--- src/gcs_map.svh ---
// Purpose: offsets, field positions, reset values and timing counts for the chop sequencer
// Assumes: avalon word addressing is byte address / 4 of the printed index
// Notes:   definitions only
`ifndef GCS_MAP_SVH
`define GCS_MAP_SVH

// ----------------------------------------
// register indices and address width
// ----------------------------------------
`define GCS_IDX_GAIN        4'h3
`define GCS_IDX_DATARATE    4'h4
`define GCS_IDX_EXC1        4'h6
`define GCS_IDX_EXC2        4'h7
`define GCS_IDX_CTRL        4'h8
`define GCS_IDX_STAT        4'h9
`define GCS_IDX_RESULT      4'ha
`define GCS_ADDR_W          6

// ----------------------------------------
// field positions
// ----------------------------------------
`define GCS_DELAY_LSB       5
`define GCS_DELAY_W         3
`define GCS_CHOP_BIT        5
`define GCS_RATE_W          4
`define GCS_MAG_W           4
`define GCS_ROUTE_W         4
`define GCS_RESULT_W        16

// ----------------------------------------
// reset values
// ----------------------------------------
`define GCS_GAIN_RST        8'h00
`define GCS_DATARATE_RST    8'h14
`define GCS_EXC1_RST        8'h00
`define GCS_EXC2_RST        8'hff

// ----------------------------------------
// timing
// ----------------------------------------
`define GCS_CLK_PER_MOD     16
`define GCS_DELAY_DEFAULT   28
`define GCS_SCLK_START_EDGE 7
`define GCS_FIRST_4000      464
`define GCS_NEXT_4000       232
`define GCS_FIRST_2P5       614530
`define GCS_CNT_W           24

`endif

--- src/gcs_pkg.sv ---
// Purpose: types for the chop sequencer
// Assumes: nothing
// Notes:   constants live in gcs_map.svh
package gcs_pkg;

  typedef enum logic [2:0] {
    GCS_IDLE   = 3'b000,
    GCS_CONV   = 3'b001,
    GCS_DELAY  = 3'b011,
    GCS_AVG    = 3'b010
  } gcs_state_t;

  typedef struct packed {
    logic        read;
    logic        write;
    logic [5:0]  address;
    logic [31:0] writedata;
  } gcs_bus_req_t;

  typedef struct packed {
    logic [3:0] magnitude;
    logic [3:0] route_one;
    logic [3:0] route_two;
    logic       enable;
  } gcs_exc_t;

endpackage

--- src/gcs_sequencer.sv ---
// Purpose: global chop conversion sequencer with excitation source configuration
// Assumes: pins synchronous to clk; modulator supplies one raw sample per conversion
// Notes:   avalon-mm slave with waitrequest, one wait cycle on every access
//
// Overview of operation
// - a conversion starts on a trigger pin rising edge or on the seventh sclk falling edge of a start command.
// - a modulator period is 16 clocks and the default delay adds 28 modulator periods.
// - the settling delay is applied to both conversions of a chopped pair.
// - sinc3 chop timing uses fixed first and later lengths per rate, 464/232 at 4000 sps and 614530 first at 2.5 sps.
// - the input polarity reverses after the first data and swaps on every following conversion.
// - each result is the average of the last two opposite polarity conversions.
// - the filter is allowed to settle after each reversal without changing the notch timing.
// - two matched excitation sources share a four-bit magnitude in excitation register 1.
// - each source has its own four-bit routing field in excitation register 2.
// - both sources on the same pin is accepted and not an error.
// - one bit of the data rate register switches global chop on and off.
// - in continuous chop, each later result takes half the first result time.
//
// Our own choices: the Avalon-MM interface to the registers and the register addresses.
`timescale 1ns/100ps
`include "gcs_map.svh"

module gcs_sequencer (
  input  wire logic                       clk,
  input  wire logic                       rst,
  input  wire logic [`GCS_ADDR_W-1:0]     avs_address,
  input  wire logic                       avs_read,
  input  wire logic                       avs_write,
  input  wire logic [31:0]                avs_writedata,
  output logic      [31:0]                avs_readdata,
  output logic                            avs_waitrequest,
  input  wire logic                       start_pin,
  input  wire logic                       sclk,
  input  wire logic                       start_cmd_active,
  input  wire logic                       reference_on,
  input  wire logic                       continuous,
  input  wire logic [`GCS_RESULT_W-1:0]   raw_sample,
  output logic                            input_reversed,
  output logic                            converting,
  output logic                            result_valid,
  output logic      [`GCS_RESULT_W-1:0]   result,
  output logic      [3:0]                 excitation_magnitude_field,
  output logic      [3:0]                 source_one_route_field,
  output logic      [3:0]                 source_two_route_field,
  output logic                            excitation_enable
);

  // ----------------------------------------
  // functions
  // ----------------------------------------
  // first-result length in modulator periods; later results are half of it
  function automatic logic [`GCS_CNT_W-1:0] first_len(input logic [3:0] rate);
    first_len = 24'd0;
    case (rate)
      4'h0:    first_len = 24'(`GCS_FIRST_2P5);
      4'h1:    first_len = 24'd307330;
      4'h2:    first_len = 24'd153730;
      4'h3:    first_len = 24'd92290;
      4'h4:    first_len = 24'd76930;
      4'h5:    first_len = 24'd30850;
      4'h6:    first_len = 24'd25714;
      4'h7:    first_len = 24'd15490;
      4'h8:    first_len = 24'd7810;
      4'h9:    first_len = 24'd3970;
      4'ha:    first_len = 24'd2050;
      4'hb:    first_len = 24'd1616;
      4'hc:    first_len = 24'd848;
      default: first_len = 24'(`GCS_FIRST_4000);
    endcase
  endfunction

  // delay field code to modulator periods, code 0 is the default 28
  function automatic logic [`GCS_CNT_W-1:0] delay_len(input logic [2:0] code);
    delay_len = 24'd0;
    case (code)
      3'h0:    delay_len = 24'(`GCS_DELAY_DEFAULT);
      3'h1:    delay_len = 24'd64;
      3'h2:    delay_len = 24'd256;
      3'h3:    delay_len = 24'd1024;
      3'h4:    delay_len = 24'd2048;
      3'h5:    delay_len = 24'd4096;
      3'h6:    delay_len = 24'd1;
      default: delay_len = 24'd0;
    endcase
  endfunction

  // ----------------------------------------
  // registers and bus
  // ----------------------------------------
  logic [7:0]  gain_reg, next_gain_reg;
  logic [7:0]  rate_reg, next_rate_reg;
  logic [7:0]  exc1_reg, next_exc1_reg;
  logic [7:0]  exc2_reg, next_exc2_reg;
  logic        waited, next_waited;
  logic [31:0] next_readdata;
  logic        start_evt;
  logic        overrun, next_overrun;
  logic        bus_active;
  logic        wr_take;
  logic [3:0]  idx;
  gcs_pkg::gcs_exc_t exc_view;

  assign bus_active = avs_read | avs_write;
  assign idx        = avs_address[3:0];
  assign wr_take    = avs_write & waited;
  assign exc_view   = '{magnitude: exc1_reg[3:0], route_one: exc2_reg[3:0],
                        route_two: exc2_reg[7:4], enable: reference_on};

  always_comb begin
    next_waited   = bus_active & ~waited;
    next_gain_reg = gain_reg;
    next_rate_reg = rate_reg;
    next_exc1_reg = exc1_reg;
    next_exc2_reg = exc2_reg;
    next_readdata = avs_readdata;
    if (wr_take) begin
      case (idx)
        `GCS_IDX_GAIN:     next_gain_reg = avs_writedata[7:0];
        `GCS_IDX_DATARATE: next_rate_reg = avs_writedata[7:0];
        `GCS_IDX_EXC1:     next_exc1_reg = avs_writedata[7:0];
        // any route pair is accepted, even both on one pin
        `GCS_IDX_EXC2:     next_exc2_reg = avs_writedata[7:0];
        default:           next_gain_reg = gain_reg;
      endcase
    end
    if (avs_read & ~waited) begin
      case (idx)
        `GCS_IDX_GAIN:     next_readdata = {24'h0, gain_reg};
        `GCS_IDX_DATARATE: next_readdata = {24'h0, rate_reg};
        `GCS_IDX_EXC1:     next_readdata = {24'h0, exc1_reg};
        `GCS_IDX_EXC2:     next_readdata = {24'h0, exc2_reg};
        `GCS_IDX_STAT:     next_readdata = {28'h0, overrun, input_reversed,
                                            converting, result_valid};
        `GCS_IDX_RESULT:   next_readdata = {16'h0, result};
        default:           next_readdata = 32'h0;
      endcase
    end
  end

  always_ff @(posedge clk or posedge rst) begin
    if (rst) begin
      gain_reg     <= `GCS_GAIN_RST;
      rate_reg     <= `GCS_DATARATE_RST;
      exc1_reg     <= `GCS_EXC1_RST;
      exc2_reg     <= `GCS_EXC2_RST;
      waited       <= 1'b0;
      avs_readdata <= 32'h0;
    end else begin
      gain_reg     <= next_gain_reg;
      rate_reg     <= next_rate_reg;
      exc1_reg     <= next_exc1_reg;
      exc2_reg     <= next_exc2_reg;
      waited       <= next_waited;
      avs_readdata <= next_readdata;
    end
  end

  // waitrequest is high until the access has had its one wait cycle
  always_ff @(posedge clk or posedge rst) begin
    if (rst) begin
      avs_waitrequest <= 1'b1;
    end else begin
      avs_waitrequest <= ~(bus_active & ~waited);
    end
  end

  // ----------------------------------------
  // start detection
  // ----------------------------------------
  logic       pin_q, sclk_q;
  logic [2:0] sclk_falls, next_sclk_falls;

  always_comb begin
    next_sclk_falls = sclk_falls;
    if (!start_cmd_active) begin
      next_sclk_falls = 3'h0;
    end else if (sclk_q & ~sclk & (sclk_falls != 3'h7)) begin
      next_sclk_falls = sclk_falls + 3'h1;
    end
  end

  // trigger on pin rise, or on the falling edge that makes the count seven
  assign start_evt = (start_pin & ~pin_q) |
                     (start_cmd_active & sclk_q & ~sclk &
                      (sclk_falls == 3'(`GCS_SCLK_START_EDGE - 1)));

  always_ff @(posedge clk or posedge rst) begin
    if (rst) begin
      pin_q      <= 1'b0;
      sclk_q     <= 1'b0;
      sclk_falls <= 3'h0;
    end else begin
      pin_q      <= start_pin;
      sclk_q     <= sclk;
      sclk_falls <= next_sclk_falls;
    end
  end

  // ----------------------------------------
  // conversion sequencer
  // ----------------------------------------
  gcs_pkg::gcs_state_t state, next_state;
  logic [`GCS_CNT_W-1:0] mod_left, next_mod_left;
  logic [3:0]            clk_div, next_clk_div;
  logic                  first_done, next_first_done;
  logic                  have_prev, next_have_prev;
  logic                  next_reversed, next_converting, next_result_valid;
  logic [`GCS_RESULT_W:0]   prev_sample, next_prev_sample;
  logic [`GCS_RESULT_W-1:0] next_result;
  logic                  chop_on;
  logic                  mod_tick;
  logic [`GCS_CNT_W-1:0] conv_len;
  logic [`GCS_RESULT_W+1:0] pair_sum;
  logic [`GCS_RESULT_W:0]   signed_now;

  assign chop_on  = rate_reg[`GCS_CHOP_BIT];
  assign mod_tick = (clk_div == 4'(`GCS_CLK_PER_MOD - 1));
  // a chopped conversion is half a first result, so later results take half its time
  assign conv_len   = (chop_on | first_done) ? (first_len(rate_reg[3:0]) >> 1) :
                                               first_len(rate_reg[3:0]);
  // negate in a wider word so the most negative sample cannot wrap
  assign signed_now = input_reversed ? (17'h0 - {raw_sample[15], raw_sample}) :
                                       {raw_sample[15], raw_sample};
  assign pair_sum   = {signed_now[16], signed_now} + {prev_sample[16], prev_sample};

  always_comb begin
    next_state        = state;
    next_mod_left     = mod_left;
    next_clk_div      = mod_tick ? 4'h0 : clk_div + 4'h1;
    next_first_done   = first_done;
    next_have_prev    = have_prev;
    next_reversed     = input_reversed;
    next_converting   = converting;
    next_result_valid = 1'b0;
    next_prev_sample  = prev_sample;
    next_result       = result;
    next_overrun      = overrun | (start_evt & converting);
    case (state)
      gcs_pkg::GCS_IDLE: begin
        next_first_done = 1'b0;
        next_have_prev  = 1'b0;
        next_reversed   = 1'b0;
        if (start_evt) begin
          next_state      = gcs_pkg::GCS_DELAY;
          // settling delay precedes every conversion, so twice per pair
          next_mod_left   = delay_len(gain_reg[7:5]);
          next_converting = 1'b1;
          next_clk_div    = 4'h0;
        end
      end
      gcs_pkg::GCS_DELAY: begin
        // filter settles here after each reversal; rate timing unchanged
        // a zero delay leaves after one cycle instead of a whole period
        if ((mod_left == 24'd0) | (mod_tick & (mod_left <= 24'd1))) begin
          next_state    = gcs_pkg::GCS_CONV;
          next_mod_left = conv_len;
        end else if (mod_tick) begin
          next_mod_left = mod_left - 24'd1;
        end
      end
      gcs_pkg::GCS_CONV: begin
        if (mod_tick) begin
          if (mod_left <= 24'd1) begin
            next_state = gcs_pkg::GCS_AVG;
          end else begin
            next_mod_left = mod_left - 24'd1;
          end
        end
      end
      gcs_pkg::GCS_AVG: begin
        next_prev_sample = signed_now;
        next_have_prev   = 1'b1;
        next_first_done  = 1'b1;
        if (!chop_on) begin
          next_result       = raw_sample;
          next_result_valid = 1'b1;
        end else if (have_prev) begin
          next_result       = pair_sum[`GCS_RESULT_W:1];
          next_result_valid = 1'b1;
        end
        // a chopped single shot still runs its reversed partner conversion
        if (continuous | (chop_on & ~have_prev)) begin
          next_state    = gcs_pkg::GCS_DELAY;
          next_mod_left = delay_len(gain_reg[7:5]);
          // swap polarity for the next conversion of the sequence
          next_reversed = chop_on ? ~input_reversed : 1'b0;
        end else begin
          next_state      = gcs_pkg::GCS_IDLE;
          next_converting = 1'b0;
          next_reversed   = 1'b0;
        end
      end
      default: next_state = gcs_pkg::GCS_IDLE;
    endcase
    if (wr_take & (idx == `GCS_IDX_STAT)) begin
      next_overrun = (start_evt & converting);
    end
  end

  always_ff @(posedge clk or posedge rst) begin
    if (rst) begin
      state          <= gcs_pkg::GCS_IDLE;
      mod_left       <= 24'd0;
      clk_div        <= 4'h0;
      first_done     <= 1'b0;
      have_prev      <= 1'b0;
      input_reversed <= 1'b0;
      converting     <= 1'b0;
      result_valid   <= 1'b0;
      prev_sample    <= 17'h0;
      result         <= 16'h0;
      overrun        <= 1'b0;
    end else begin
      state          <= next_state;
      mod_left       <= next_mod_left;
      clk_div        <= next_clk_div;
      first_done     <= next_first_done;
      have_prev      <= next_have_prev;
      input_reversed <= next_reversed;
      converting     <= next_converting;
      result_valid   <= next_result_valid;
      prev_sample    <= next_prev_sample;
      result         <= next_result;
      overrun        <= next_overrun;
    end
  end

  // ----------------------------------------
  // excitation outputs
  // ----------------------------------------
  // sources idle while the reference is off; caller must turn it on
  always_ff @(posedge clk or posedge rst) begin
    if (rst) begin
      excitation_magnitude_field <= 4'h0;
      source_one_route_field     <= 4'hf;
      source_two_route_field     <= 4'hf;
      excitation_enable          <= 1'b0;
    end else begin
      excitation_magnitude_field <= exc_view.magnitude;
      source_one_route_field     <= exc_view.route_one;
      source_two_route_field     <= exc_view.route_two;
      excitation_enable          <= exc_view.enable & (exc_view.magnitude != 4'h0);
    end
  end

endmodule

--- config.mk ---
export PLATFORM = sky130hd
export DESIGN_NAME = gcs_sequencer
export DESIGN_NICKNAME = d
export VERILOG_FILES = /design/src/gcs_pkg.sv /design/src/gcs_sequencer.sv
export VERILOG_INCLUDE_DIRS = /design/src
export SDC_FILE = /design/constraint.sdc
export NUM_CORES = 1
export LEC_CHECK = 0
export ABC_AREA = 0
export CAP_MARGIN = 20
export CELL_PAD_IN_SITES_DETAIL_PLACEMENT = 0
export CELL_PAD_IN_SITES_GLOBAL_PLACEMENT = 1
export CORE_ASPECT_RATIO = 0.8
export CORE_MARGIN = 5
export CORE_UTILIZATION = 45
export DETAILED_ROUTE_END_ITERATION = 6
export DONT_BUFFER_PORTS = 1
export PLACE_DENSITY = 0.78
export REMOVE_ABC_BUFFERS = 1
export SLEW_MARGIN = 30
export SYNTH_ARGS = -nofsm -noshare
export SYNTH_HDL_FRONTEND = slang
export SYNTH_SLANG_ARGS = --single-unit
--- constraint.sdc ---
create_clock -name clk -period 8.7 [get_ports clk]
set_input_delay 1.74 -clock clk [delete_from_list [all_inputs] [get_ports clk]]
set_output_delay 1.74 -clock clk [all_outputs]
set_load 0.02 [all_outputs]
==> flow_metrics.env <==
export IMPL_status="finished clean"
export IMPL_hpwl_um=15270
export IMPL_synth_top_family_by_area="compound AO/OA/AOI/OAI gates"
export IMPL_cts_hold_buf=0
export IMPL_synth_adder_area_share_pct=5.650
export IMPL_tightest_slew_ns=0.9592
export IMPL_grt_pass1_wl_um=34720
export IMPL_post_route_min_period_ns=4.477
export IMPL_seq_power_share_pct=44.5
export IMPL_grt_setup_unrepaired="no"
export IMPL_hold_slack_ns=0.3759
export IMPL_die_w_um=160.1
export IMPL_cts_tree="built"
export IMPL_crit_path_frequent_cell="or4_1"
export IMPL_synth_compound_area_share_pct=19.34
export IMPL_comb_power_share_pct=17.8
export IMPL_layout_nets=906
export IMPL_start_util_pct=46.21
export IMPL_max_freq_mhz=223.4
export IMPL_ys_seq_area_share_pct=42.28
export IMPL_wl_met3_um=1628
export IMPL_async_flop_share_pct=100.0
export IMPL_min_to="source_two_route_field[2]$_DFF_PP1_"
export IMPL_cts_setup_buffers=0
export IMPL_synth_distinct_cells=75
export IMPL_die_area_um2=20810
export IMPL_drive_above_1_share_pct=16.10
export IMPL_avgSynthCellArea_um2=9.884
export IMPL_grt_max_degree=92
export IMPL_ctsResizeCount=0
export IMPL_grt_ovfl_total=0
export IMPL_synthTopCellsByCount="dfrtp_1, o21ai_0, nand2_1"
export IMPL_cts_clk_slew_worst_paths_ns=0.06
export IMPL_die_h_um=130.0
export IMPL_grt_pass1_vias=6233
export IMPL_grt_usage_pct=20.80
export IMPL_fin_skew_ns=0.008446
export IMPL_crit_path_end_kind="register"
export IMPL_drc=0
export IMPL_numPortBuffers=0
export IMPL_cp_top_family="simple AND/OR/NAND/NOR gates"
export IMPL_p_clk_share_pct=37.7
export IMPL_largest_reg_flops=24
export IMPL_hp_start="exc2_reg[6]$_DFFE_PP1P_"
export IMPL_leakage_nw=3.718
export IMPL_synthXorXnorAreaFrac_pct=3.026
export IMPL_syn_area_um2=8105
export IMPL_max_cap_violations=0
export IMPL_htreeDepth=4
export IMPL_p_sw_share_pct=33.71
export IMPL_synth_area_leaders="dfrtp_1, mux2_2, dfstp_2, ha_1, o21ai_0"
export IMPL_slowest_stage="or4_1"
export IMPL_power_mw=1.881
export IMPL_rr_startpoint="state[0]$_DFFE_PP0P_"
export IMPL_finalSetupTns_ns=0
export IMPL_worst_setup_path_start_kind="input port"
export IMPL_synth_top_area_cell="dfrtp_1"
export IMPL_antenna_found_initial=0
export IMPL_path_buf_inv=0
export IMPL_synth_main_ff_cell="dfrtp_1"
export IMPL_p_sw_mw=0.6341
export IMPL_syn_inst=820
export IMPL_wl_met2_um=9195
export IMPL_clkLatencyLatePin_ns=0.44
export IMPL_required_ns=9.01
export IMPL_wire_per_inst_um=20.03
export IMPL_instances_no_fill=1045
export IMPL_worst_ep_arrival_time_ns=4.79
export IMPL_r2r_end="mod_left[22]$_DFFE_PP0P_"
export IMPL_r2r_cells=8
export IMPL_reg_top3="mod_left (24), prev_sample (17)"
export IMPL_row_count=43
export IMPL_pin_count=128
export IMPL_routabilityCongestion=0.8611
export IMPL_drv_slew=0
export IMPL_yosysMostFrequentCell="dfrtp_1"
export IMPL_regMostFlops="mod_left"
export IMPL_hold_viol=0
export IMPL_dr_pass1_iters=6
export IMPL_postRouteAntennaNets=0
export IMPL_ir_worst_vdd_v=0.0001248
export IMPL_final_setup_viol_count=0
export IMPL_relSlewSlack_pct=35.47
export IMPL_hold_path_depth=0
export IMPL_rrSetupSlack_ns=5.11
export IMPL_dpl_cell_count=1013
export IMPL_synthToLayoutAreaGrowth_pct=8.876
export IMPL_synth_top_area_share_pct=36.12
export IMPL_cts_max_path_buffers=2
export IMPL_path_class="input port to register"
export IMPL_cp_slowest_stage_delay_ns=0.58
export IMPL_postRouteWirelength_um=20930
export IMPL_min_path_type="register to register"
export IMPL_yosys_warnings=0
export IMPL_core_um2=17540
export IMPL_route_vias_total=6480
export IMPL_crit_chain="or4_1 -> or4_1 -> o41ai_1 -> xnor2_1 -> ha_1 -> and3_1 -> a221o_1 -> a21oi_1 -> o21ai_0 -> mux2i_1 -> nand2_1"
export IMPL_synth_simple_gate_area_share_pct=15.90
export IMPL_intPower_mw=1.247
export IMPL_cts_buffers=17
export IMPL_min_period_over_period_pct=51.46
export IMPL_met1Wirelength_um=9732
export IMPL_viasPerCell=6.201
export IMPL_synth_edf_count=0
export IMPL_cts_sinks=136
export IMPL_top_layer_used="met4"
export IMPL_path_max_fanout=4
export IMPL_drt_iter0_markers=623
export IMPL_ctsRootBufferMaster="clkbuf_16"
export IMPL_power_density_nw_per_um2=213.2
export IMPL_ys_seq_elements=136
export IMPL_antennaDiodeCount=0
export IMPL_synthMuxAreaShare_pct=9.339
## layout by cell type (no fill, tap or decap), types with 5 or more instances in the layout
master and count:
a21o_1 12, a21oi_1 44, a222oi_1 5, a22o_1 13, a22oi_1 5, a311oi_1 5
a31oi_1 10, a32oi_1 5, and2_1 7, and3_1 6, clkbuf_16 17, conb_1 16
dfrtp_1 116, dfstp_2 19, ha_1 34, inv_1 25, inv_6 8, inv_8 5
mux2_2 53, mux2i_1 16, nand2_1 61, nand2b_1 12, nand3_1 9, nand4_1 5
nor2_1 43, nor2b_1 12, nor3_1 15, nor3b_1 16, o21a_1 7, o21ai_0 78
o221ai_1 5, o22ai_1 5, o31ai_1 7, or2_2 5, or3_1 8, or4_1 10
xnor2_1 24
## stage by stage
step                util [%]  worst slack (ns)  instance area, um2
finish                 50.31             4.223                8825
global route           50.31             4.055                8825
CTS                    50.23             4.290                8810
detailed placement     46.96             3.864                8237
global placement       46.90             3.847                8225
floorplan                  -             3.352                7901
## power groups by stage
stage	sequential, mW	combinational (mW)	clock, mW
floorplan	0.827	0.254	0
global placement	0.842	0.321	0
detailed placement	0.848	0.330	0
CTS	0.837	0.333	0.717
global route	0.851	0.376	0.749
finish	0.838	0.335	0.709
## logic make-up after synthesis
| group | count (synthesis) |
|---|---|
| xor gates and xnor gates | 28 |
| adders and majority gates | 36 |
| muxes | 69 |
| DFF | 136 |
| and+or+nand+nor | 234 |
| AOI/OAI and AO/OA | 239 |
| buffers and inverters | 77 |
| other | 1 |
## area by class of cell
| type | instances | area, um2 |
|---|---|---|
| Sequential cell | 136 | 3428 |
| Clock inverter | 15 | 147.6 |
| Clock buffer | 17 | 425.4 |
| Multi-Input combinational cell | 622 | 4409 |
| Inverter | 26 | 102.6 |
| Fill cell | 1534 | 8715 |
| Tap cell | 225 | 281.5 |
| Timing Repair Buffer | 4 | 30.03 |
## how the worst max path moves through the flow
stage / from / to / slack, ns / cells after the start
floorplan: rst / avs_readdata[0]$_DFFE_PP0P_ / 3.35 / 1
global placement: raw_sample[9] / result[15]$_DFFE_PP0P_ / 3.85 / 11
detailed placement: raw_sample[9] / result[15]$_DFFE_PP0P_ / 3.86 / 11
CTS: raw_sample[9] / result[15]$_DFFE_PP0P_ / 4.29 / 11
global route: raw_sample[1] / result[12]$_DFFE_PP0P_ / 4.06 / 13
finish: raw_sample[9] / result[15]$_DFFE_PP0P_ / 4.22 / 11
## metal layers
| layer | global-route usage [%] | vias up |
|---|---|---|
| met5 | 0 | - |
| met2 | 31.48 | 240 |
| li1 | - | 2984 |
| met1 | 29.56 | 3225 |
| met4 | 7.183 | 0 |
| met3 | 4.957 | 31 |
(Power assumes the default switching activity.)
